===== config.mk =====
export PLATFORM = sky130hd
export DESIGN_NAME = hsa_dev_flat
export DESIGN_NICKNAME = d
export VERILOG_FILES = /design/src/pkg/hsa_pkg.sv /design/src/pkg/hsa_if.sv /design/src/hsa_dev.sv /design/src/flat_wrapper.sv
export SDC_FILE = /design/constraint.sdc
export NUM_CORES = 1
export LEC_CHECK = 0
export ABC_AREA = 1
export BUFFER_PORTS_ARGS = -buffer_cell sky130_fd_sc_hd__clkbuf_2
export CAP_MARGIN = 10
export CELL_PAD_IN_SITES_DETAIL_PLACEMENT = 1
export CELL_PAD_IN_SITES_GLOBAL_PLACEMENT = 2
export CORE_MARGIN = 3
export CORE_UTILIZATION = 27
export DETAILED_ROUTE_END_ITERATION = 6
export PLACE_DENSITY_LB_ADDON = 0.1
export SYNTH_ARGS = -nofsm -noshare
export SYNTH_HDL_FRONTEND = slang
export SYNTH_SLANG_ARGS = --single-unit

===== constraint.sdc =====
create_clock -name sys_clk_i -period 1.7 [get_ports sys_clk_i]
set_input_delay 0.34 -clock sys_clk_i [delete_from_list [all_inputs] [get_ports sys_clk_i]]
set_output_delay 0.34 -clock sys_clk_i [all_outputs]
set_load 0.02 [all_outputs]

===== src/pkg/hsa_pkg.sv =====
// Shared constants and types for the host slave and arbitration link.
package hsa_pkg;
  localparam int ADDR_W = 7;
  localparam int DATA_W = 32;
  localparam int SIZE_W = 2;
  // Mandatory read wait states before data is driven.
  localparam logic [1:0] READ_WAIT = 2'h2;
  // Cycles between fetch indicator and bus request, and grant release to fetch release.
  localparam logic [1:0] FETCH_LEAD = 2'h1;
  // Cycles the aborted tenure holds the bus before release.
  localparam logic [1:0] ABORT_HOLD = 2'h1;
  // Slave wait states the host end allows before it gives up on an acknowledge.
  localparam logic [3:0] HOST_TIMEOUT = 4'hF;
  localparam logic [ADDR_W-1:0] REG_MASK = 7'h7F;
  typedef enum logic [2:0] {
    HSA_S_IDLE, HSA_S_WAIT, HSA_S_ACK, HSA_S_DONE
  } hsa_slv_t;
  typedef enum logic [2:0] {
    HSA_A_IDLE, HSA_A_FETCH, HSA_A_REQ, HSA_A_OWN, HSA_A_ABORT, HSA_A_TAIL
  } hsa_arb_t;
  typedef enum logic [1:0] {
    HSA_H_IDLE, HSA_H_STROBE, HSA_H_TERM
  } hsa_hst_t;
endpackage


===== src/pkg/hsa_if.sv =====
// Host bus wires between the adapter end and the host end.
`timescale 1ns/100ps
interface hsa_if;
  logic address_strobe_n;
  logic rd_wr_n;
  logic [hsa_pkg::ADDR_W-1:0] addr;
  logic [hsa_pkg::SIZE_W-1:0] transfer_size;
  logic chip_select_n;
  logic [hsa_pkg::DATA_W-1:0] host_data;
  logic host_data_oe_n;
  logic [hsa_pkg::DATA_W-1:0] dev_data;
  logic dev_data_oe_n;
  logic burst_ack_n;
  logic slave_ack_n;
  logic bus_error_n;
  logic sync_termination_n;
  logic bus_request_n;
  logic bus_grant_n;
  logic grant_ack_in_n;
  logic grant_acknowledge_n;
  logic grant_ack_oe_n;
  logic master_n;
  logic fetch_n;
  logic snoop_ctrl_0;
  logic transfer_start_n;
  modport dev (
    input address_strobe_n, rd_wr_n, addr, transfer_size, chip_select_n, host_data, host_data_oe_n,
    input sync_termination_n, bus_grant_n, grant_ack_in_n, snoop_ctrl_0,
    output dev_data, dev_data_oe_n, burst_ack_n, slave_ack_n, bus_error_n, bus_request_n,
    output grant_acknowledge_n, grant_ack_oe_n, master_n, fetch_n, transfer_start_n
  );
  modport host (
    output address_strobe_n, rd_wr_n, addr, transfer_size, chip_select_n, host_data, host_data_oe_n,
    output sync_termination_n, bus_grant_n, grant_ack_in_n, snoop_ctrl_0,
    input dev_data, dev_data_oe_n, burst_ack_n, slave_ack_n, bus_error_n, bus_request_n,
    input grant_acknowledge_n, grant_ack_oe_n, master_n, fetch_n, transfer_start_n
  );
endinterface


===== src/hsa_dev.sv =====
// Adapter end: slave register cycles and bus mastership arbitration.
`timescale 1ns/100ps
// Operation
// - CPU sets direction, address, size before strobe.
// - Chip select qualified on later rising edge.
// - Burst acknowledge held off during slave cycles.
// - Exactly two wait states before read data.
// - End cycle with acknowledge or bus error.
// - Host terminates every strobe synchronously.
// - Strobe removal releases acknowledge and data.
// - CPU holds write data until acknowledged.
// - Fetch indicator first, then bus request.
// - Wait grant and free acknowledge, then own.
// - Prior owner releases strobe and termination.
// - Fast arbitration acknowledges grant immediately.
// - Interrupt during request aborts after handshake.
// - Snoop mode requests bus after snoop rise.
// - Request follows fetch by one clock.
// - Fetch released one clock after acknowledge.
// - Fetch held through retried operation.
module hsa_dev (
  input wire logic sys_clk_i,
  input wire logic rst_n_i,
  hsa_if.dev bus,
  input wire logic fast_arb_i,
  input wire logic snoop_mode_i,
  input wire logic master_req_i,
  input wire logic fetch_req_i,
  input wire logic retry_i,
  input wire logic scsi_irq_i,
  input wire logic tenure_done_i,
  input wire logic reg_error_i,
  input wire logic [hsa_pkg::DATA_W-1:0] reg_rdata_i,
  output logic reg_wr_o,
  output logic [hsa_pkg::ADDR_W-1:0] reg_addr_o,
  output logic [hsa_pkg::DATA_W-1:0] reg_wdata_o,
  output logic granted_o,
  output logic irq_o
);
  typedef struct packed {
    hsa_pkg::hsa_slv_t slv;
    hsa_pkg::hsa_arb_t arb;
    logic [1:0] wait_cnt;
    logic [1:0] arb_cnt;
    logic is_err;
    logic burst_ack_n;
    logic slave_ack_n;
    logic bus_error_n;
    logic [hsa_pkg::DATA_W-1:0] rdata;
    logic data_oe_n;
    logic reg_wr;
    logic [hsa_pkg::ADDR_W-1:0] reg_addr;
    logic [hsa_pkg::DATA_W-1:0] wdata;
    logic bus_request_n;
    logic grant_ack_n;
    logic grant_oe_n;
    logic master_n;
    logic fetch_n;
    logic snoop_q;
    logic irq;
  } hsa_dev_t;

  hsa_dev_t st_q;
  hsa_dev_t st_d;

  always_comb begin
    st_d = st_q;
    st_d.reg_wr = 1'b0;
    st_d.irq = 1'b0;
    st_d.snoop_q = bus.snoop_ctrl_0;
    unique case (st_q.slv)
      hsa_pkg::HSA_S_IDLE: begin
        if (!bus.address_strobe_n && !bus.chip_select_n) begin
          st_d.slv = hsa_pkg::HSA_S_WAIT;
          st_d.wait_cnt = 2'h0;
          st_d.reg_addr = bus.addr & hsa_pkg::REG_MASK;
          st_d.burst_ack_n = 1'b1;
        end
      end
      hsa_pkg::HSA_S_WAIT: begin
        st_d.wait_cnt = st_q.wait_cnt + 2'h1;
        if (!bus.rd_wr_n || st_q.wait_cnt + 2'h1 == hsa_pkg::READ_WAIT) begin
          st_d.slv = hsa_pkg::HSA_S_ACK;
          st_d.is_err = reg_error_i;
          if (bus.rd_wr_n && !reg_error_i) begin
            st_d.rdata = reg_rdata_i;
            st_d.data_oe_n = 1'b0;
          end
        end
      end
      hsa_pkg::HSA_S_ACK: begin
        st_d.slave_ack_n = st_q.is_err;
        st_d.bus_error_n = !st_q.is_err;
        if (!bus.rd_wr_n && !st_q.is_err) begin
          st_d.reg_wr = 1'b1;
          st_d.wdata = bus.host_data;
        end
        st_d.slv = hsa_pkg::HSA_S_DONE;
      end
      hsa_pkg::HSA_S_DONE: begin
        if (bus.address_strobe_n) begin
          st_d.slave_ack_n = 1'b1;
          st_d.bus_error_n = 1'b1;
          st_d.data_oe_n = 1'b1;
          st_d.burst_ack_n = 1'b0;
          st_d.slv = hsa_pkg::HSA_S_IDLE;
        end
      end
      default: st_d.slv = hsa_pkg::HSA_S_IDLE;
    endcase

    unique case (st_q.arb)
      hsa_pkg::HSA_A_IDLE: begin
        if (master_req_i || (snoop_mode_i && bus.snoop_ctrl_0 && !st_q.snoop_q)) begin
          st_d.fetch_n = !fetch_req_i;
          st_d.arb_cnt = 2'h0;
          st_d.arb = fetch_req_i ? hsa_pkg::HSA_A_FETCH : hsa_pkg::HSA_A_REQ;
          if (!fetch_req_i) begin
            st_d.bus_request_n = 1'b0;
          end
        end
      end
      hsa_pkg::HSA_A_FETCH: begin
        st_d.bus_request_n = 1'b0;
        st_d.arb = hsa_pkg::HSA_A_REQ;
      end
      hsa_pkg::HSA_A_REQ: begin
        if (!bus.bus_grant_n && (fast_arb_i ||
            (bus.grant_ack_in_n && bus.address_strobe_n && bus.sync_termination_n))) begin
          st_d.grant_ack_n = 1'b0;
          st_d.grant_oe_n = 1'b0;
          st_d.master_n = 1'b0;
          st_d.bus_request_n = 1'b1;
          st_d.arb = scsi_irq_i ? hsa_pkg::HSA_A_ABORT : hsa_pkg::HSA_A_OWN;
          st_d.arb_cnt = 2'h0;
        end
      end
      hsa_pkg::HSA_A_OWN: begin
        if (tenure_done_i && !retry_i) begin
          st_d.grant_ack_n = 1'b1;
          st_d.master_n = 1'b1;
          st_d.arb = hsa_pkg::HSA_A_TAIL;
        end
      end
      hsa_pkg::HSA_A_ABORT: begin
        st_d.arb_cnt = st_q.arb_cnt + 2'h1;
        if (st_q.arb_cnt + 2'h1 == hsa_pkg::ABORT_HOLD) begin
          st_d.grant_ack_n = 1'b1;
          st_d.master_n = 1'b1;
          st_d.irq = 1'b1;
          st_d.arb = hsa_pkg::HSA_A_TAIL;
        end
      end
      hsa_pkg::HSA_A_TAIL: begin
        st_d.grant_oe_n = 1'b1;
        st_d.fetch_n = 1'b1;
        st_d.arb = hsa_pkg::HSA_A_IDLE;
      end
      default: st_d.arb = hsa_pkg::HSA_A_IDLE;
    endcase
  end

  always_ff @(posedge sys_clk_i or negedge rst_n_i) begin
    if (!rst_n_i) begin
      st_q <= '0;
      st_q.slv <= hsa_pkg::HSA_S_IDLE;
      st_q.arb <= hsa_pkg::HSA_A_IDLE;
      st_q.slave_ack_n <= 1'b1;
      st_q.bus_error_n <= 1'b1;
      st_q.data_oe_n <= 1'b1;
      st_q.bus_request_n <= 1'b1;
      st_q.grant_ack_n <= 1'b1;
      st_q.grant_oe_n <= 1'b1;
      st_q.master_n <= 1'b1;
      st_q.fetch_n <= 1'b1;
    end else begin
      st_q <= st_d;
    end
  end

  assign bus.dev_data = st_q.rdata;
  assign bus.dev_data_oe_n = st_q.data_oe_n;
  assign bus.burst_ack_n = st_q.burst_ack_n;
  assign bus.slave_ack_n = st_q.slave_ack_n;
  assign bus.bus_error_n = st_q.bus_error_n;
  assign bus.bus_request_n = st_q.bus_request_n;
  assign bus.grant_acknowledge_n = st_q.grant_ack_n;
  assign bus.grant_ack_oe_n = st_q.grant_oe_n;
  assign bus.master_n = st_q.master_n;
  assign bus.fetch_n = st_q.fetch_n;
  // An aborted tenure never starts a transfer; cycles are outside this block.
  assign bus.transfer_start_n = 1'b1;
  assign reg_wr_o = st_q.reg_wr;
  assign reg_addr_o = st_q.reg_addr;
  assign reg_wdata_o = st_q.wdata;
  assign granted_o = (st_q.arb == hsa_pkg::HSA_A_OWN);
  assign irq_o = st_q.irq;
endmodule


===== src/flat_wrapper.sv =====
// flat-port wrapper written by rule: the top's interface ports become plain ports
module hsa_dev_flat 
  (sys_clk_i, rst_n_i, fast_arb_i, snoop_mode_i, master_req_i, fetch_req_i, retry_i, scsi_irq_i, tenure_done_i, reg_error_i, reg_rdata_i, reg_wr_o, reg_addr_o, reg_wdata_o, granted_o, irq_o, bus_address_strobe_n, bus_rd_wr_n, bus_addr, bus_transfer_size, bus_chip_select_n, bus_host_data, bus_host_data_oe_n, bus_sync_termination_n, bus_bus_grant_n, bus_grant_ack_in_n, bus_snoop_ctrl_0, bus_dev_data, bus_dev_data_oe_n, bus_burst_ack_n, bus_slave_ack_n, bus_bus_error_n, bus_bus_request_n, bus_grant_acknowledge_n, bus_grant_ack_oe_n, bus_master_n, bus_fetch_n, bus_transfer_start_n);
  hsa_if bus_i ();
  input wire logic sys_clk_i;
  input wire logic rst_n_i;
  input wire logic fast_arb_i;
  input wire logic snoop_mode_i;
  input wire logic master_req_i;
  input wire logic fetch_req_i;
  input wire logic retry_i;
  input wire logic scsi_irq_i;
  input wire logic tenure_done_i;
  input wire logic reg_error_i;
  input wire logic [hsa_pkg::DATA_W-1:0] reg_rdata_i;
  output logic reg_wr_o;
  output logic [hsa_pkg::ADDR_W-1:0] reg_addr_o;
  output logic [hsa_pkg::DATA_W-1:0] reg_wdata_o;
  output logic granted_o;
  output logic irq_o;
  input wire logic [$bits(bus_i.address_strobe_n)-1:0] bus_address_strobe_n;
  input wire logic [$bits(bus_i.rd_wr_n)-1:0] bus_rd_wr_n;
  input wire logic [$bits(bus_i.addr)-1:0] bus_addr;
  input wire logic [$bits(bus_i.transfer_size)-1:0] bus_transfer_size;
  input wire logic [$bits(bus_i.chip_select_n)-1:0] bus_chip_select_n;
  input wire logic [$bits(bus_i.host_data)-1:0] bus_host_data;
  input wire logic [$bits(bus_i.host_data_oe_n)-1:0] bus_host_data_oe_n;
  input wire logic [$bits(bus_i.sync_termination_n)-1:0] bus_sync_termination_n;
  input wire logic [$bits(bus_i.bus_grant_n)-1:0] bus_bus_grant_n;
  input wire logic [$bits(bus_i.grant_ack_in_n)-1:0] bus_grant_ack_in_n;
  input wire logic [$bits(bus_i.snoop_ctrl_0)-1:0] bus_snoop_ctrl_0;
  output wire logic [$bits(bus_i.dev_data)-1:0] bus_dev_data;
  output wire logic [$bits(bus_i.dev_data_oe_n)-1:0] bus_dev_data_oe_n;
  output wire logic [$bits(bus_i.burst_ack_n)-1:0] bus_burst_ack_n;
  output wire logic [$bits(bus_i.slave_ack_n)-1:0] bus_slave_ack_n;
  output wire logic [$bits(bus_i.bus_error_n)-1:0] bus_bus_error_n;
  output wire logic [$bits(bus_i.bus_request_n)-1:0] bus_bus_request_n;
  output wire logic [$bits(bus_i.grant_acknowledge_n)-1:0] bus_grant_acknowledge_n;
  output wire logic [$bits(bus_i.grant_ack_oe_n)-1:0] bus_grant_ack_oe_n;
  output wire logic [$bits(bus_i.master_n)-1:0] bus_master_n;
  output wire logic [$bits(bus_i.fetch_n)-1:0] bus_fetch_n;
  output wire logic [$bits(bus_i.transfer_start_n)-1:0] bus_transfer_start_n;
  assign bus_i.address_strobe_n = bus_address_strobe_n;
  assign bus_i.rd_wr_n = bus_rd_wr_n;
  assign bus_i.addr = bus_addr;
  assign bus_i.transfer_size = bus_transfer_size;
  assign bus_i.chip_select_n = bus_chip_select_n;
  assign bus_i.host_data = bus_host_data;
  assign bus_i.host_data_oe_n = bus_host_data_oe_n;
  assign bus_i.sync_termination_n = bus_sync_termination_n;
  assign bus_i.bus_grant_n = bus_bus_grant_n;
  assign bus_i.grant_ack_in_n = bus_grant_ack_in_n;
  assign bus_i.snoop_ctrl_0 = bus_snoop_ctrl_0;
  assign bus_dev_data = bus_i.dev_data;
  assign bus_dev_data_oe_n = bus_i.dev_data_oe_n;
  assign bus_burst_ack_n = bus_i.burst_ack_n;
  assign bus_slave_ack_n = bus_i.slave_ack_n;
  assign bus_bus_error_n = bus_i.bus_error_n;
  assign bus_bus_request_n = bus_i.bus_request_n;
  assign bus_grant_acknowledge_n = bus_i.grant_acknowledge_n;
  assign bus_grant_ack_oe_n = bus_i.grant_ack_oe_n;
  assign bus_master_n = bus_i.master_n;
  assign bus_fetch_n = bus_i.fetch_n;
  assign bus_transfer_start_n = bus_i.transfer_start_n;
  hsa_dev u_core (.sys_clk_i(sys_clk_i), .rst_n_i(rst_n_i), .bus(bus_i), .fast_arb_i(fast_arb_i), .snoop_mode_i(snoop_mode_i), .master_req_i(master_req_i), .fetch_req_i(fetch_req_i), .retry_i(retry_i), .scsi_irq_i(scsi_irq_i), .tenure_done_i(tenure_done_i), .reg_error_i(reg_error_i), .reg_rdata_i(reg_rdata_i), .reg_wr_o(reg_wr_o), .reg_addr_o(reg_addr_o), .reg_wdata_o(reg_wdata_o), .granted_o(granted_o), .irq_o(irq_o));
endmodule

=== Word level (Yosys, flattened, before mapping) ===
Index checks and enable logic that the tools add are counted.

* Register bits: 94
* Latch bits: 0
* Memory bits (writable): 0
* Bits in read-only memories: 0
* Input bits: 91
* Output and inout port bits: 84
* Word-level logic and storage cells: 127
* Memories kept: 0

* Add/sub/neg operators: 2
* Multiply operators: 0
* Div/mod/pow operators: 0
* Order comparisons: 0
* Equality and inequality tests: 19
* Shifts and indexed selects: 0
* Mux-type cells: 39
* Bitwise logic cells: 0
* Reduce and logical (&&, ||, !) cells: 47

{| class="wikitable"
|+ Operator list
! kind !! count
|-
| $mux W3 || 9
|-
| $reduce_and A4 Y1 || 4
|-
| $pmux W3 S5 || 1
|-
| $ne A2 B1 Y1 const B || 7
|-
| $reduce_and A2 Y1 || 7
|-
| $mux W1 || 13
|-
| $eq A3 B2 Y1 const B || 4
|-
| $pmux W3 S4 || 1
|-
| $reduce_and A3 Y1 || 4
|-
| $reduce_bool A2 Y1 || 6
|-
| $logic_and A1 B1 Y1 || 9
|-
| $logic_not A1 Y1 || 9
|-
| $pmux W1 S3 || 3
|-
| $reduce_bool A3 Y1 || 3
|-
| $mux W2 || 4
|-
| $pmux W1 S2 || 4
|-
| $pmux W2 S2 || 2
|-
| $eq A3 B1 Y1 const B || 2
|-
| $eq A3 B3 Y1 const B || 2
|-
| $logic_not A3 Y1 || 2
|-
| $pmux W2 S3 || 1
|-
| $add A2 B1 Y2 const B || 2
|-
| $mux W4 || 1
|-
| $ne A2 B2 Y1 const B || 2
|-
| other kinds (3) || 5
|}

=== Depth between registers and ports, before layout ===
Gate-level depths: netlist (run 1).

* Word-level depth: 6
* Depth in mapped cells: 9
* Gate-level depth less buffers: 9

=== Least setup slack after synthesis (run 1) ===
OpenSTA, ideal clock, no wires.

* Path kind: register -> register
* Start point: register u_core.st_q[92] (netlist name)
* End point: register u_core.st_q, in the netlist u_core.bus.dev_data[10]
* Library setup time: 0.116 ns
* Arrival: 1.279 ns
* Required time: 1.584 ns
* Slack: 0.304 ns
* Cell stages (with the launch flop): 9
* Buffers on the path: 1
* Clock period less this slack: 1.396 ns
* Cell sequence: dfrtp_1 inv_1 ha_1 inv_2 a21oi_4 nand2_2 buf_2 nand2_1 nand2_1

* Longest elaborated chain between the ends: 2

{| class="wikitable"
|+ RTL lines
! item !! line !! source
|-
| from (decl) || hsa_dev.sv:63 || <nowiki>hsa_dev_t st_q;</nowiki>
|-
| from (signal assigned) || hsa_dev.sv:177 || <nowiki>st_q <= st_d;</nowiki>
|-
| $eq A3 B1 Y1 || hsa_dev.sv:71 || <nowiki>unique case (st_q.slv)</nowiki>
|-
| $reduce_and A3 Y1 (no source line) || n/a ||
|}

Every way passes these cells.
A chain may end at the register's enable or synchronous reset.

=== Worst setup path after layout (run 1) ===
* Start point: register u_core.st_q[92] (netlist name)
* End point: register u_core.st_q, in the netlist u_core.bus.dev_data[4]

The elaborated chain is that of the path after synthesis.

==> out/metrics.cfg, run 1 <==
[status]
status = finished, final reports clean

[logic_synthesis]
synth_seq_cells = 92
synth-compound-area-share_pct = 2.941
synth_mux_area_share_pct = 2.017
syn_area_per_cell_um2 = 8.741
synth.most_common_cell = nand2_1
synth-seq-area-share_pct = 51.74
yosys-top-cells-area = dfrtp_1 48%, nand2_1 17%, buf_4 12%
yosys-top-cells-count = 199 x nand2_1, 85 x dfrtp_1, 73 x buf_4
syn_inst = 511
synth_fp_nets = 609
synthSimpleGateAreaFrac_pct = 25.07
synthAdderAreaFrac_pct = 1.961
ys_types = 27
synthesis.area_um2 = 4467
synth_largest_area_cell = dfrtp_1
synth_top_family_by_area = simple AND/OR/NAND/NOR gates
yosysTopAreaCellShare_pct = 47.62
synth_edf_count = 0
synth-async-reset-ratio_pct = 100.0
ys_warn_count = 0
synth-xor-area-share_pct = 0
synth_flop_cell = dfrtp_1

[clock_network]
h-tree-depth = 3
cts_num_sinks = 92
postCtsSetupBuffers = 0
cts_root_buf = clkbuf_16
clkTransAtPathRegs_ps = 60
numCtsBuffers = 9
clk_latency_ps = 340
cts_tree = yes
clk_path_buf_depth = 2

[die]
die_x_um = 134.6
start_util_pct = 27.82
io_pins = 175
rows = 46
coreArea_um2 = 16060
die_height_um = 134.6
die_area_um2 = 18120

[power_and_ir_drop]
power_switching_w = 0.004370
seq_power_share_pct = 36.5
ir_drop_uv = 561.7
p_leak_nw = 3.054
intPower_w = 0.006212
p_clk_share_pct = 21.8
power_density_nw_per_um2 = 1953
pwr-share-comb_pct = 41.7
swShare_pct = 41.30

[layout]
fillers = 1948
diodes = 0
syn_to_final_growth_pct = 21.29
layout.nets = 711
fin_area_um2 = 5418
drive_gt1_share_pct = 37.12

[global_routing]
grt_max_degree = 37
grt_pass1_wl_um = 18690
grt_usage_pct = 12.97
grt_pass1_vias = 3674
grt-ovfl-total = 0
antenna_found_initial = 0

[routing]
drtPass1Iterations = 4
routed_wirelength_um = 11520
dr.first_iter.drc_count = 104
ant_nets = 0
num_vias = 3485
avgViaCountPerCell = 4.184
routedWlPerCell_um = 13.83
drcViolationCount = 0

[critical_path]
worstPathArrival_ps = 1780
worstSetupPathType = flip-flop to flip-flop
cp_max_fo = 32
r2r_end = u_core.bus.dev_data[4]$_DFFE_PN0P_
reg2reg_depth = 8
end_kind = flip-flop
r2r_slack_ps = 150
timing.rr.start = u_core.st_q[92]$_DFFE_PN0P_
worstSetupStartpointType = flip-flop
required_ps = 1930
crit_start = u_core.st_q[92]$_DFFE_PN0P_

[run]
cap_violations = 0

[placed_design]
dp_hpwl_um = 8479
gp_congestion = 0.7095
postPlaceCellArea_um2 = 5057
portBuffers = 170

[timing]
max_freq_ghz = 0.6445
setup_viol = 0
post-route-period-util_pct = 91.27
clock_skew_ps = 6.531
rsz0062_at_grt = false
period_needed_ps = 1552
slew_violations = 0
fin_tns_setup_ps = 0
hold_viol = 0

[worst_hold_path]
hold_class = input port to flip-flop
worstHoldStart = bus_snoop_ctrl_0
holdPathStages = 1
min_to = u_core.st_q[1]$_DFF_PN0_

state kept, by name, summed over array words and instances, names as in the netlist:
name                       flops
u_core.bus.fetch_n             1
u_core.irq_o                   1
u_core.reg_wr_o                1
u_core.bus.grant_ack_oe_n      1
u_core.st_q                   11
u_core.reg_wdata_o            32
u_core.bus.dev_data           32
u_core.bus.slave_ack_n         1
u_core.bus.bus_request_n       1
u_core.reg_addr_o              7
u_core.bus.bus_error_n         1
u_core.bus.dev_data_oe_n       1
u_core.bus.burst_ack_n         1
u_core.bus.master_n            1
timing repair:
action | in CTS | in global routing
setup endpoints to repair | 0 | 65
resized for setup | 0 | 6
endpoints found under the hold margin | 19 | 0
hold buffers | 1 | 0
power groups by stage:
stage / Sequential (W) / Combinational [W] / Clock [W]
2_1_floorplan: 0.00384 / 0.00401 / 0
3_3_place_gp: 0.00386 / 0.00444 / 0
3_5_place_dp: 0.00390 / 0.00452 / 0
4_1_cts: 0.00388 / 0.00453 / 0.00243
5_1_grt: 0.00401 / 0.00493 / 0.00255
6_report: 0.00386 / 0.00441 / 0.00231
worst max path at each step:
stage / end / slack (ps) / cells after the start
3_3_place_gp: u_core.bus.dev_data[2]$_DFFE_PN0P_ / 80 / 8
4_1_cts: granted_o / 20 / 3
2_1_floorplan: u_core.bus.dev_data[10]$_DFFE_PN0P_ / 300 / 8
5_1_grt: u_core.bus.dev_data[2]$_DFFE_PN0P_ / 10 / 8
3_5_place_dp: u_core.bus.dev_data[4]$_DFFE_PN0P_ / 40 / 8
6_report: u_core.bus.dev_data[4]$_DFFE_PN0P_ / 150 / 8
area by class of cell:
class,count,area (µm²),share of cell area (%)
Inverter,24,92.59,1.709
Timing Repair Buffer,181,967.2,17.85
Tap cell,216,270.3,4.988
Sequential cell,92,2313,42.70
Multi-Input combinational cell,305,1435,26.49
Clock buffer,10,239.0,4.411
Clock inverter,5,100.1,1.848
stage by stage:
stage	total power [W]	utilization [%]	hold slack, ps	setup slack [ps]	cells
after floorplan	0.007846	-	44.41	304.4	511
after global placement	0.008297	31.49	290.8	78.20	817
after detailed placement	0.008426	31.49	292.6	35.08	817
after CTS	0.01083	33.67	100.4	19.02	833
after global routing	0.01149	33.74	101.0	12.51	833
final	0.01058	33.74	128.0	148.3	833
cell usage in the layout (no fill, tap or decap), types with 2 or more instances in the layout:
cell / instances
nor2_1: 10
nand2_2: 2
nand4_1: 4
nand3_1: 44
mux2_2: 8
o21ai_1: 3
clkbuf_2: 169
buf_4: 8
bufinv_16: 3
nor2_4: 4
inv_1: 18
dfrtp_1: 83
a21oi_1: 5
buf_12: 2
o211ai_1: 2
ha_1: 6
clkinv_2: 2
dfstp_2: 7
o21ai_0: 8
clkbuf_16: 9
dfrtp_2: 2
inv_2: 5
nand2_1: 199
worst max-delay path: stages (launching register included):
cell     delay, ps
dfrtp_1        410
inv_1          120
ha_2           230
inv_2           70
a21oi_4        180
nand2_2         90
buf_6          200
nand2_1         80
nand2_1         60
metal layers:
layer / routed length (µm) / GRT usage (%)
met3: 780 / 3.875
met5: 0 / 0
met4: 182 / 5.260
met1: 5072 / 16.28
met2: 5483 / 20.93
kinds of logic after synthesis:
| group | after synthesis |
|---|---|
| buf+inv | 114 |
| other cells | 1 |
| mux | 8 |
| fa+ha+maj | 7 |
| flops | 92 |
| simple gates | 267 |
| compound gates | 22 |
Note: power is estimated with default switching activity, not from simulation.
==> run 2, diff against run 1 <==
--- a/config.mk
+++ b/config.mk
@@ -13,7 +13,7 @@
 export CORE_MARGIN = 3
 export CORE_UTILIZATION = 27
 export DETAILED_ROUTE_END_ITERATION = 6
-export PLACE_DENSITY_LB_ADDON = 0.1
+export PLACE_DENSITY_LB_ADDON = 0.2
 export SYNTH_ARGS = -nofsm -noshare
 export SYNTH_HDL_FRONTEND = slang
 export SYNTH_SLANG_ARGS = --single-unit
==> run 2 against run 1 <==
  * Flip-flop and latch count unchanged
  * Critical path depth down 5
  * Worst hold slack worse by 3.8 ps
  * Count of clock-buffer cells in the layout unchanged
  * First-iteration DRC count up 5.8%
  * Sequential power about the same
  * Critical endpoint is now granted_o
  * Highest routed layer unchanged
==> out/metrics.cfg, run 2 (synthesis results as in run 1) <==
[clock_network]
cts_tree = yes  ; unchanged
clk_path_buf_depth = 2  ; unchanged
clk_latency_ps = 340  ; about the same
numCtsBuffers = 9  ; unchanged
cts_root_buf = clkbuf_16  ; unchanged
clkTransAtPathRegs_ps = 60  ; about the same
h-tree-depth = 3  ; unchanged
cts_num_sinks = 92  ; unchanged

[global_routing]
met2_usage_pct = 21.60  ; was 20.93%
grt_use_met3_pct = 3.092  ; was 3.875%
met1_usage_pct = 15.70  ; was 16.28%
grt-ovfl-total = 0  ; unchanged
grt_pass1_wl_um = 18450  ; was 18690 µm
grt_usage_pct = 12.73  ; was 12.97%
antenna_found_initial = 0  ; unchanged
grt_max_degree = 37  ; unchanged
grt_pass1_vias = 3649  ; was 3674
top_usage_layer = met2  ; unchanged

[worst_hold_path]
holdPathStages = 1  ; unchanged
hold_class = input port to flip-flop  ; unchanged

[power_and_ir_drop]
power_density_nw_per_um2 = 1971  ; was 1953 nW/µm²
p_leak_nw = 3.055  ; was 3.054 nW
ir_drop_uv = 573.2  ; was 561.7 µV

[layout]
final_common_cell = nand2_1  ; unchanged
syn_to_final_growth_pct = 21.43  ; was 21.29%
diodes = 0  ; unchanged
drive_gt1_share_pct = 36.69  ; was 37.12%
layout_common_cells = 199 x nand2_1, 169 x clkbuf_2, 84 x dfrtp_1, 44 x nand3_1, 18 x inv_1  ; was 199 x nand2_1, 169 x clkbuf_2, 83 x dfrtp_1, 44 x nand3_1, 18 x inv_1
layout.nets = 710  ; was 711

[critical_path]
cp_cell_sequence = nand2_1 -> nor2_2 -> clkbuf_2  ; was inv_1 -> ha_2 -> inv_2 -> a21oi_4 -> nand2_2 -> buf_6 -> nand2_1 -> nand2_1
cp_max_fo = 7  ; was 32
reg2reg_depth = 8  ; unchanged
crit_buf_inv = 1  ; was 3
end_kind = output port  ; was flip-flop
cp.depth = 3  ; was 8
worstSetupPathType = flip-flop to output port  ; was flip-flop to flip-flop
worstSetupStartpointType = flip-flop  ; unchanged
worstPathArrival_ps = 1240  ; was 1780 ps
required_ps = 1360  ; was 1930 ps
crit_path_max_incr_delay_ps = 470  ; was 410 ps
critPathTopFamily = flip-flops  ; unchanged
cpMaxStageDelayCell = dfrtp_1  ; unchanged

[routing]
routed_wirelength_um = 11430  ; was 11520 µm
avgViaCountPerCell = 4.218  ; was 4.184
num_vias = 3509  ; was 3485
routedWlPerCell_um = 13.74  ; was 13.83 µm
ant_nets = 0  ; unchanged
dr.first_iter.drc_count = 110  ; was 104
drcViolationCount = 0  ; unchanged
drtPass1Iterations = 4  ; unchanged

[timing]
max_freq_ghz = 0.6343  ; was 0.6445 GHz
hold_viol = 0  ; unchanged
period_needed_ps = 1577  ; was 1552 ps
hold_slack_ps = 124.3  ; was 128.0 ps
slew_violations = 0  ; unchanged
setup_viol = 0  ; unchanged
rsz0062_at_grt = false  ; unchanged
fin_tns_setup_ps = 0  ; unchanged
post-route-period-util_pct = 92.74  ; was 91.27%
clock_skew_ps = 4.870  ; was 6.531 ps

[die]
die_height_um = 134.6  ; unchanged
die_area_um2 = 18120  ; unchanged
coreArea_um2 = 16060  ; unchanged
start_util_pct = 27.82  ; unchanged
die_x_um = 134.6  ; unchanged
rows = 46  ; unchanged
io_pins = 175  ; unchanged

[placed_design]
dp_hpwl_um = 8576  ; was 8479 µm
portBuffers = 170  ; unchanged
gp_congestion = 0.7109  ; was 0.7095

[run]
cap_violations = 0  ; unchanged

[status]
status = finished, final reports clean  ; unchanged

[run 2: worst paths after layout]
| path | from | end | slack [ps] |
|---|---|---|---|
| worst max-delay path | u_core.st_q[89]$_DFFE_PN0P_ | granted_o | 120 |
| worst min-delay path | bus_snoop_ctrl_0 | u_core.st_q[1]$_DFF_PN0_ | 120 |
| worst max register to register | u_core.st_q[92]$_DFFE_PN0P_ | u_core.bus.dev_data[25]$_DFFE_PN0P_ | 160 |
| worst min register to register | u_core.bus.bus_request_n$_DFFE_PN1P_ | u_core.bus.bus_request_n$_DFFE_PN1P_ | 470 |
| max in group asynchronous | rst_n_i | u_core.bus.bus_error_n$_DFFE_PN1P_ | 630 |
| min in group asynchronous | rst_n_i | u_core.bus.dev_data[13]$_DFFE_PN0P_ | 470 |
[run 2: per-layer routing]
layer  part of all wire (%)  up-vias  routed length (µm)
met5                      0        -                   0
met4                    1.5        0                 167
met3                    4.8       10                 554
met2                     50       98                5690
met1                     44     1665                5022
li1                       -     1736                   -
[run 2: metrics by stage]
stage / cell area [µm²] / util (%) / power (W) / std cells / worst slack, ps
after floorplan: 4467 / - / 0.007846 / 511 / 304.4
after global placement: 5050 / 31.45 / 0.008283 / 816 / 118.5
after detailed placement: 5050 / 31.45 / 0.008419 / 816 / 73.27
after CTS: 5414 / 33.72 / 0.01092 / 832 / 20.79
after global routing: 5424 / 33.78 / 0.01155 / 832 / 8.806
final: 5424 / 33.78 / 0.01069 / 832 / 123.4
[run 2: timing repair]
item,in CTS,in global routing
hold buffers,1,0
endpoints found under the hold margin,24,0
resized for setup,0,5
buffers inserted,0,0
endpoints found under the setup margin,0,65
[run 2: power by group]
part / total [W] / switching, W / internal, W
combinational: 0.00441 / 0.00292 / 0.00148
clock: 0.00241 / 0.000836 / 0.00158
sequential: 0.00387 / 0.000618 / 0.00325
total: 0.0107 / 0.00438 / 0.00631
[run 2: area by class of cell]
| cell class | instances | area (µm²) |
|---|---|---|
| repair buffers | 180 | 959.7 |
| multi-input cells | 305 | 1435 |
| flip-flops and latches | 92 | 2312 |
| inverters | 24 | 92.59 |
| clock buffers | 10 | 229.0 |
| well taps | 216 | 270.3 |
| clock inverters | 5 | 125.1 |
| fillers | 1946 | 10630 |
==> run 3, diff against run 2 <==
--- a/config.mk
+++ b/config.mk
@@ -8,10 +8,9 @@
 export ABC_AREA = 1
 export BUFFER_PORTS_ARGS = -buffer_cell sky130_fd_sc_hd__clkbuf_2
 export CAP_MARGIN = 10
-export CELL_PAD_IN_SITES_DETAIL_PLACEMENT = 1
-export CELL_PAD_IN_SITES_GLOBAL_PLACEMENT = 2
+export CORE_ASPECT_RATIO = 0.8
 export CORE_MARGIN = 3
-export CORE_UTILIZATION = 27
+export CORE_UTILIZATION = 49
 export DETAILED_ROUTE_END_ITERATION = 6
 export PLACE_DENSITY_LB_ADDON = 0.2
 export SYNTH_ARGS = -nofsm -noshare
==> run 3 against run 2 <==
  * Non-clock buffer count fell by 2
  * Count of clock-buffer cells in the layout down 1
  * Maximum frequency shrank 2.1%
  * Global-route usage is 6.3 points higher
  * Sequential share of layout area increased by 0.87 points
  * Flip-flop and latch count did not move
  * Via count down 2.8%
  * Core utilization rose by 27 points
  * Critical path depth unchanged
  * Worst setup slack worse by 35 ps
  * Critical path type unchanged
  * Largest power group unchanged
==> out/metrics.cfg, run 3 (synthesis results as in run 1) <==
[status]
status = finished, final reports clean  ; unchanged

[critical_path]
cp_cell_sequence = nand2_1 -> nor2_2 -> clkbuf_2  ; unchanged
cpMaxStageDelayCell = dfrtp_1  ; unchanged
critPathTopFamily = flip-flops  ; unchanged
crit_buf_inv = 1  ; unchanged
cp_max_fo = 8  ; was 7
worstSetupStartpointType = flip-flop  ; unchanged
r2r_slack_ps = 130  ; was 160 ps
required_ps = 1360  ; about the same
cp.depth = 3  ; unchanged
reg2reg_depth = 8  ; unchanged
timing.rr.start = u_core.st_q[92]$_DFFE_PN0P_  ; unchanged
end_kind = output port  ; unchanged
worstPathArrival_ps = 1270  ; was 1240 ps
worstSetupPathType = flip-flop to output port  ; unchanged
crit_path_max_incr_delay_ps = 500  ; was 470 ps
r2r_end = u_core.bus.dev_data_oe_n$_DFFE_PN1P_  ; was u_core.bus.dev_data[25]$_DFFE_PN0P_

[power_and_ir_drop]
power_density_nw_per_um2 = 2012  ; was 1971 nW/µm²
p_leak_nw = 3.062  ; was 3.055 nW
ir_drop_uv = 1037  ; was 573.2 µV

[clock_network]
clk_latency_ps = 340  ; about the same
numCtsBuffers = 9  ; unchanged
cts_num_sinks = 92  ; unchanged
h-tree-depth = 3  ; unchanged
postCtsSetupBuffers = 0  ; unchanged
clkTransAtPathRegs_ps = 60  ; about the same
cts_tree = yes  ; unchanged
cts_root_buf = clkbuf_16  ; unchanged
clk_path_buf_depth = 2  ; unchanged

[global_routing]
met2_usage_pct = 32.30  ; was 21.60%
grt_pass1_vias = 3419  ; was 3649
grt_usage_pct = 18.98  ; was 12.73%
antenna_found_initial = 0  ; unchanged
grt_pass1_wl_um = 15980  ; was 18450 µm
grt-ovfl-total = 0  ; unchanged
grt_max_degree = 34  ; was 37
grt_use_met3_pct = 5.863  ; was 3.092%
top_usage_layer = met2  ; unchanged
met1_usage_pct = 23.29  ; was 15.70%

[layout]
fillers = 793  ; was 1946
regArea_um2 = 2311  ; was 2312 µm²
layout.nets = 708  ; was 710
syn_to_final_growth_pct = 18.94  ; was 21.43%
diodes = 0  ; unchanged
final_common_cell = nand2_1  ; unchanged
fin_area_um2 = 5313  ; was 5424 µm²
multi_input_area_um2 = 1433  ; was 1435 µm²
layout_common_cells = 199 x nand2_1, 169 x clkbuf_2, 85 x dfrtp_1, 44 x nand3_1, 18 x inv_1  ; was 199 x nand2_1, 169 x clkbuf_2, 84 x dfrtp_1, 44 x nand3_1, 18 x inv_1
drive_gt1_share_pct = 36.22  ; was 36.69%

[die]
start_util_pct = 51.52  ; was 27.82%
rows = 30  ; was 46
die_area_um2 = 10300  ; was 18120 µm²
coreArea_um2 = 8671  ; was 16060 µm²
die_x_um = 112.7  ; was 134.6 µm
die_height_um = 91.40  ; was 134.6 µm
io_pins = 175  ; unchanged

[run]
cap_violations = 0  ; unchanged

[timing]
max_freq_ghz = 0.6206  ; was 0.6343 GHz
clock_skew_ps = 3.758  ; was 4.870 ps
setup_viol = 0  ; unchanged
slew_violations = 0  ; unchanged
hold_viol = 0  ; unchanged
post-route-period-util_pct = 94.78  ; was 92.74%
fin_tns_setup_ps = 0  ; unchanged
rsz0062_at_grt = false  ; unchanged
period_needed_ps = 1611  ; was 1577 ps

[routing]
avgViaCountPerCell = 4.705  ; was 4.218
routedWlPerCell_um = 12.84  ; was 13.74 µm
drcViolationCount = 0  ; unchanged
dr.first_iter.drc_count = 197  ; was 110
drtPass1Iterations = 4  ; unchanged
ant_nets = 0  ; unchanged
num_vias = 3411  ; was 3509
routed_wirelength_um = 9312  ; was 11430 µm

[placed_design]
portBuffers = 170  ; unchanged
gp_congestion = 0.8210  ; was 0.7109
postPlaceCellArea_um2 = 4917  ; was 5050 µm²
dp_hpwl_um = 6916  ; was 8576 µm

[worst_hold_path]
hold_class = input port to flip-flop  ; unchanged
worstHoldStart = bus_snoop_ctrl_0  ; unchanged
holdPathStages = 1  ; unchanged
min_to = u_core.st_q[1]$_DFF_PN0_  ; unchanged

==> run 3: what timing repair did <==
item | 4_1_cts | 5_1_grt
hold endpoints to repair | 16 | 0
gates resized for setup | 0 | 4
endpoints found under the setup margin | 0 | 52
hold buffers | 1 | 0
==> run 3: final cells by class <==
| cell class | instances | share of cell area [%] |
|---|---|---|
| clock buffers | 9 | 4.239 |
| clock inverters | 5 | 2.826 |
| multi-input cells | 305 | 26.97 |
| well taps | 112 | 2.638 |
| inverters | 24 | 1.743 |
| flip-flops and latches | 92 | 43.50 |
| repair buffers | 178 | 18.09 |
==> run 3: power by group <==
part	internal [W]	leakage [nW]	total [W]	switching, W
clock network	0.00172	0.182	0.00251	0.000790
registers	0.00325	1.14	0.00385	0.000601
logic	0.00148	1.74	0.00433	0.00285
==> run 3: metal layers <==
| layer | vias up | wire, µm |
|---|---|---|
| met5 | - | 0 |
| met4 | 0 | 115 |
| met3 | 10 | 702 |
| met2 | 104 | 4608 |
| met1 | 1574 | 3886 |
| li1 | 1723 | - |
==> run 3: per-stage QoR <==
stage / hold WS, ps / std cells / setup WS [ps] / utilization [%] / total power [W]
2_1_floorplan: 44.41 / 511 / 304.4 / - / 0.007846
6_report: 125.8 / 725 / 88.78 / 61.27 / 0.01069
3_3_place_gp: 251.9 / 710 / 148.4 / 56.71 / 0.008107
5_1_grt: 119.8 / 725 / 3.114 / 61.27 / 0.01150
3_5_place_dp: 256.7 / 710 / 45.33 / 56.71 / 0.008264
4_1_cts: 111.7 / 725 / 20.96 / 61.15 / 0.01082
==> run 3: worst max-delay path by stage <==
stage,start,end,slack (ps)
floorplan,u_core.st_q[92]$_DFFE_PN0P_,u_core.bus.dev_data[10]$_DFFE_PN0P_,300
global placement,u_core.st_q[92]$_DFFE_PN0P_,u_core.bus.dev_data[2]$_DFFE_PN0P_,150
detailed placement,u_core.st_q[92]$_DFFE_PN0P_,u_core.bus.dev_data[9]$_DFFE_PN0P_,50
CTS,u_core.st_q[92]$_DFFE_PN0P_,u_core.bus.dev_data[9]$_DFFE_PN0P_,20
global route,u_core.st_q[92]$_DFFE_PN0P_,u_core.bus.dev_data[3]$_DFFE_PN0P_,3
finish,u_core.st_q[88]$_DFFE_PN0P_,granted_o,90
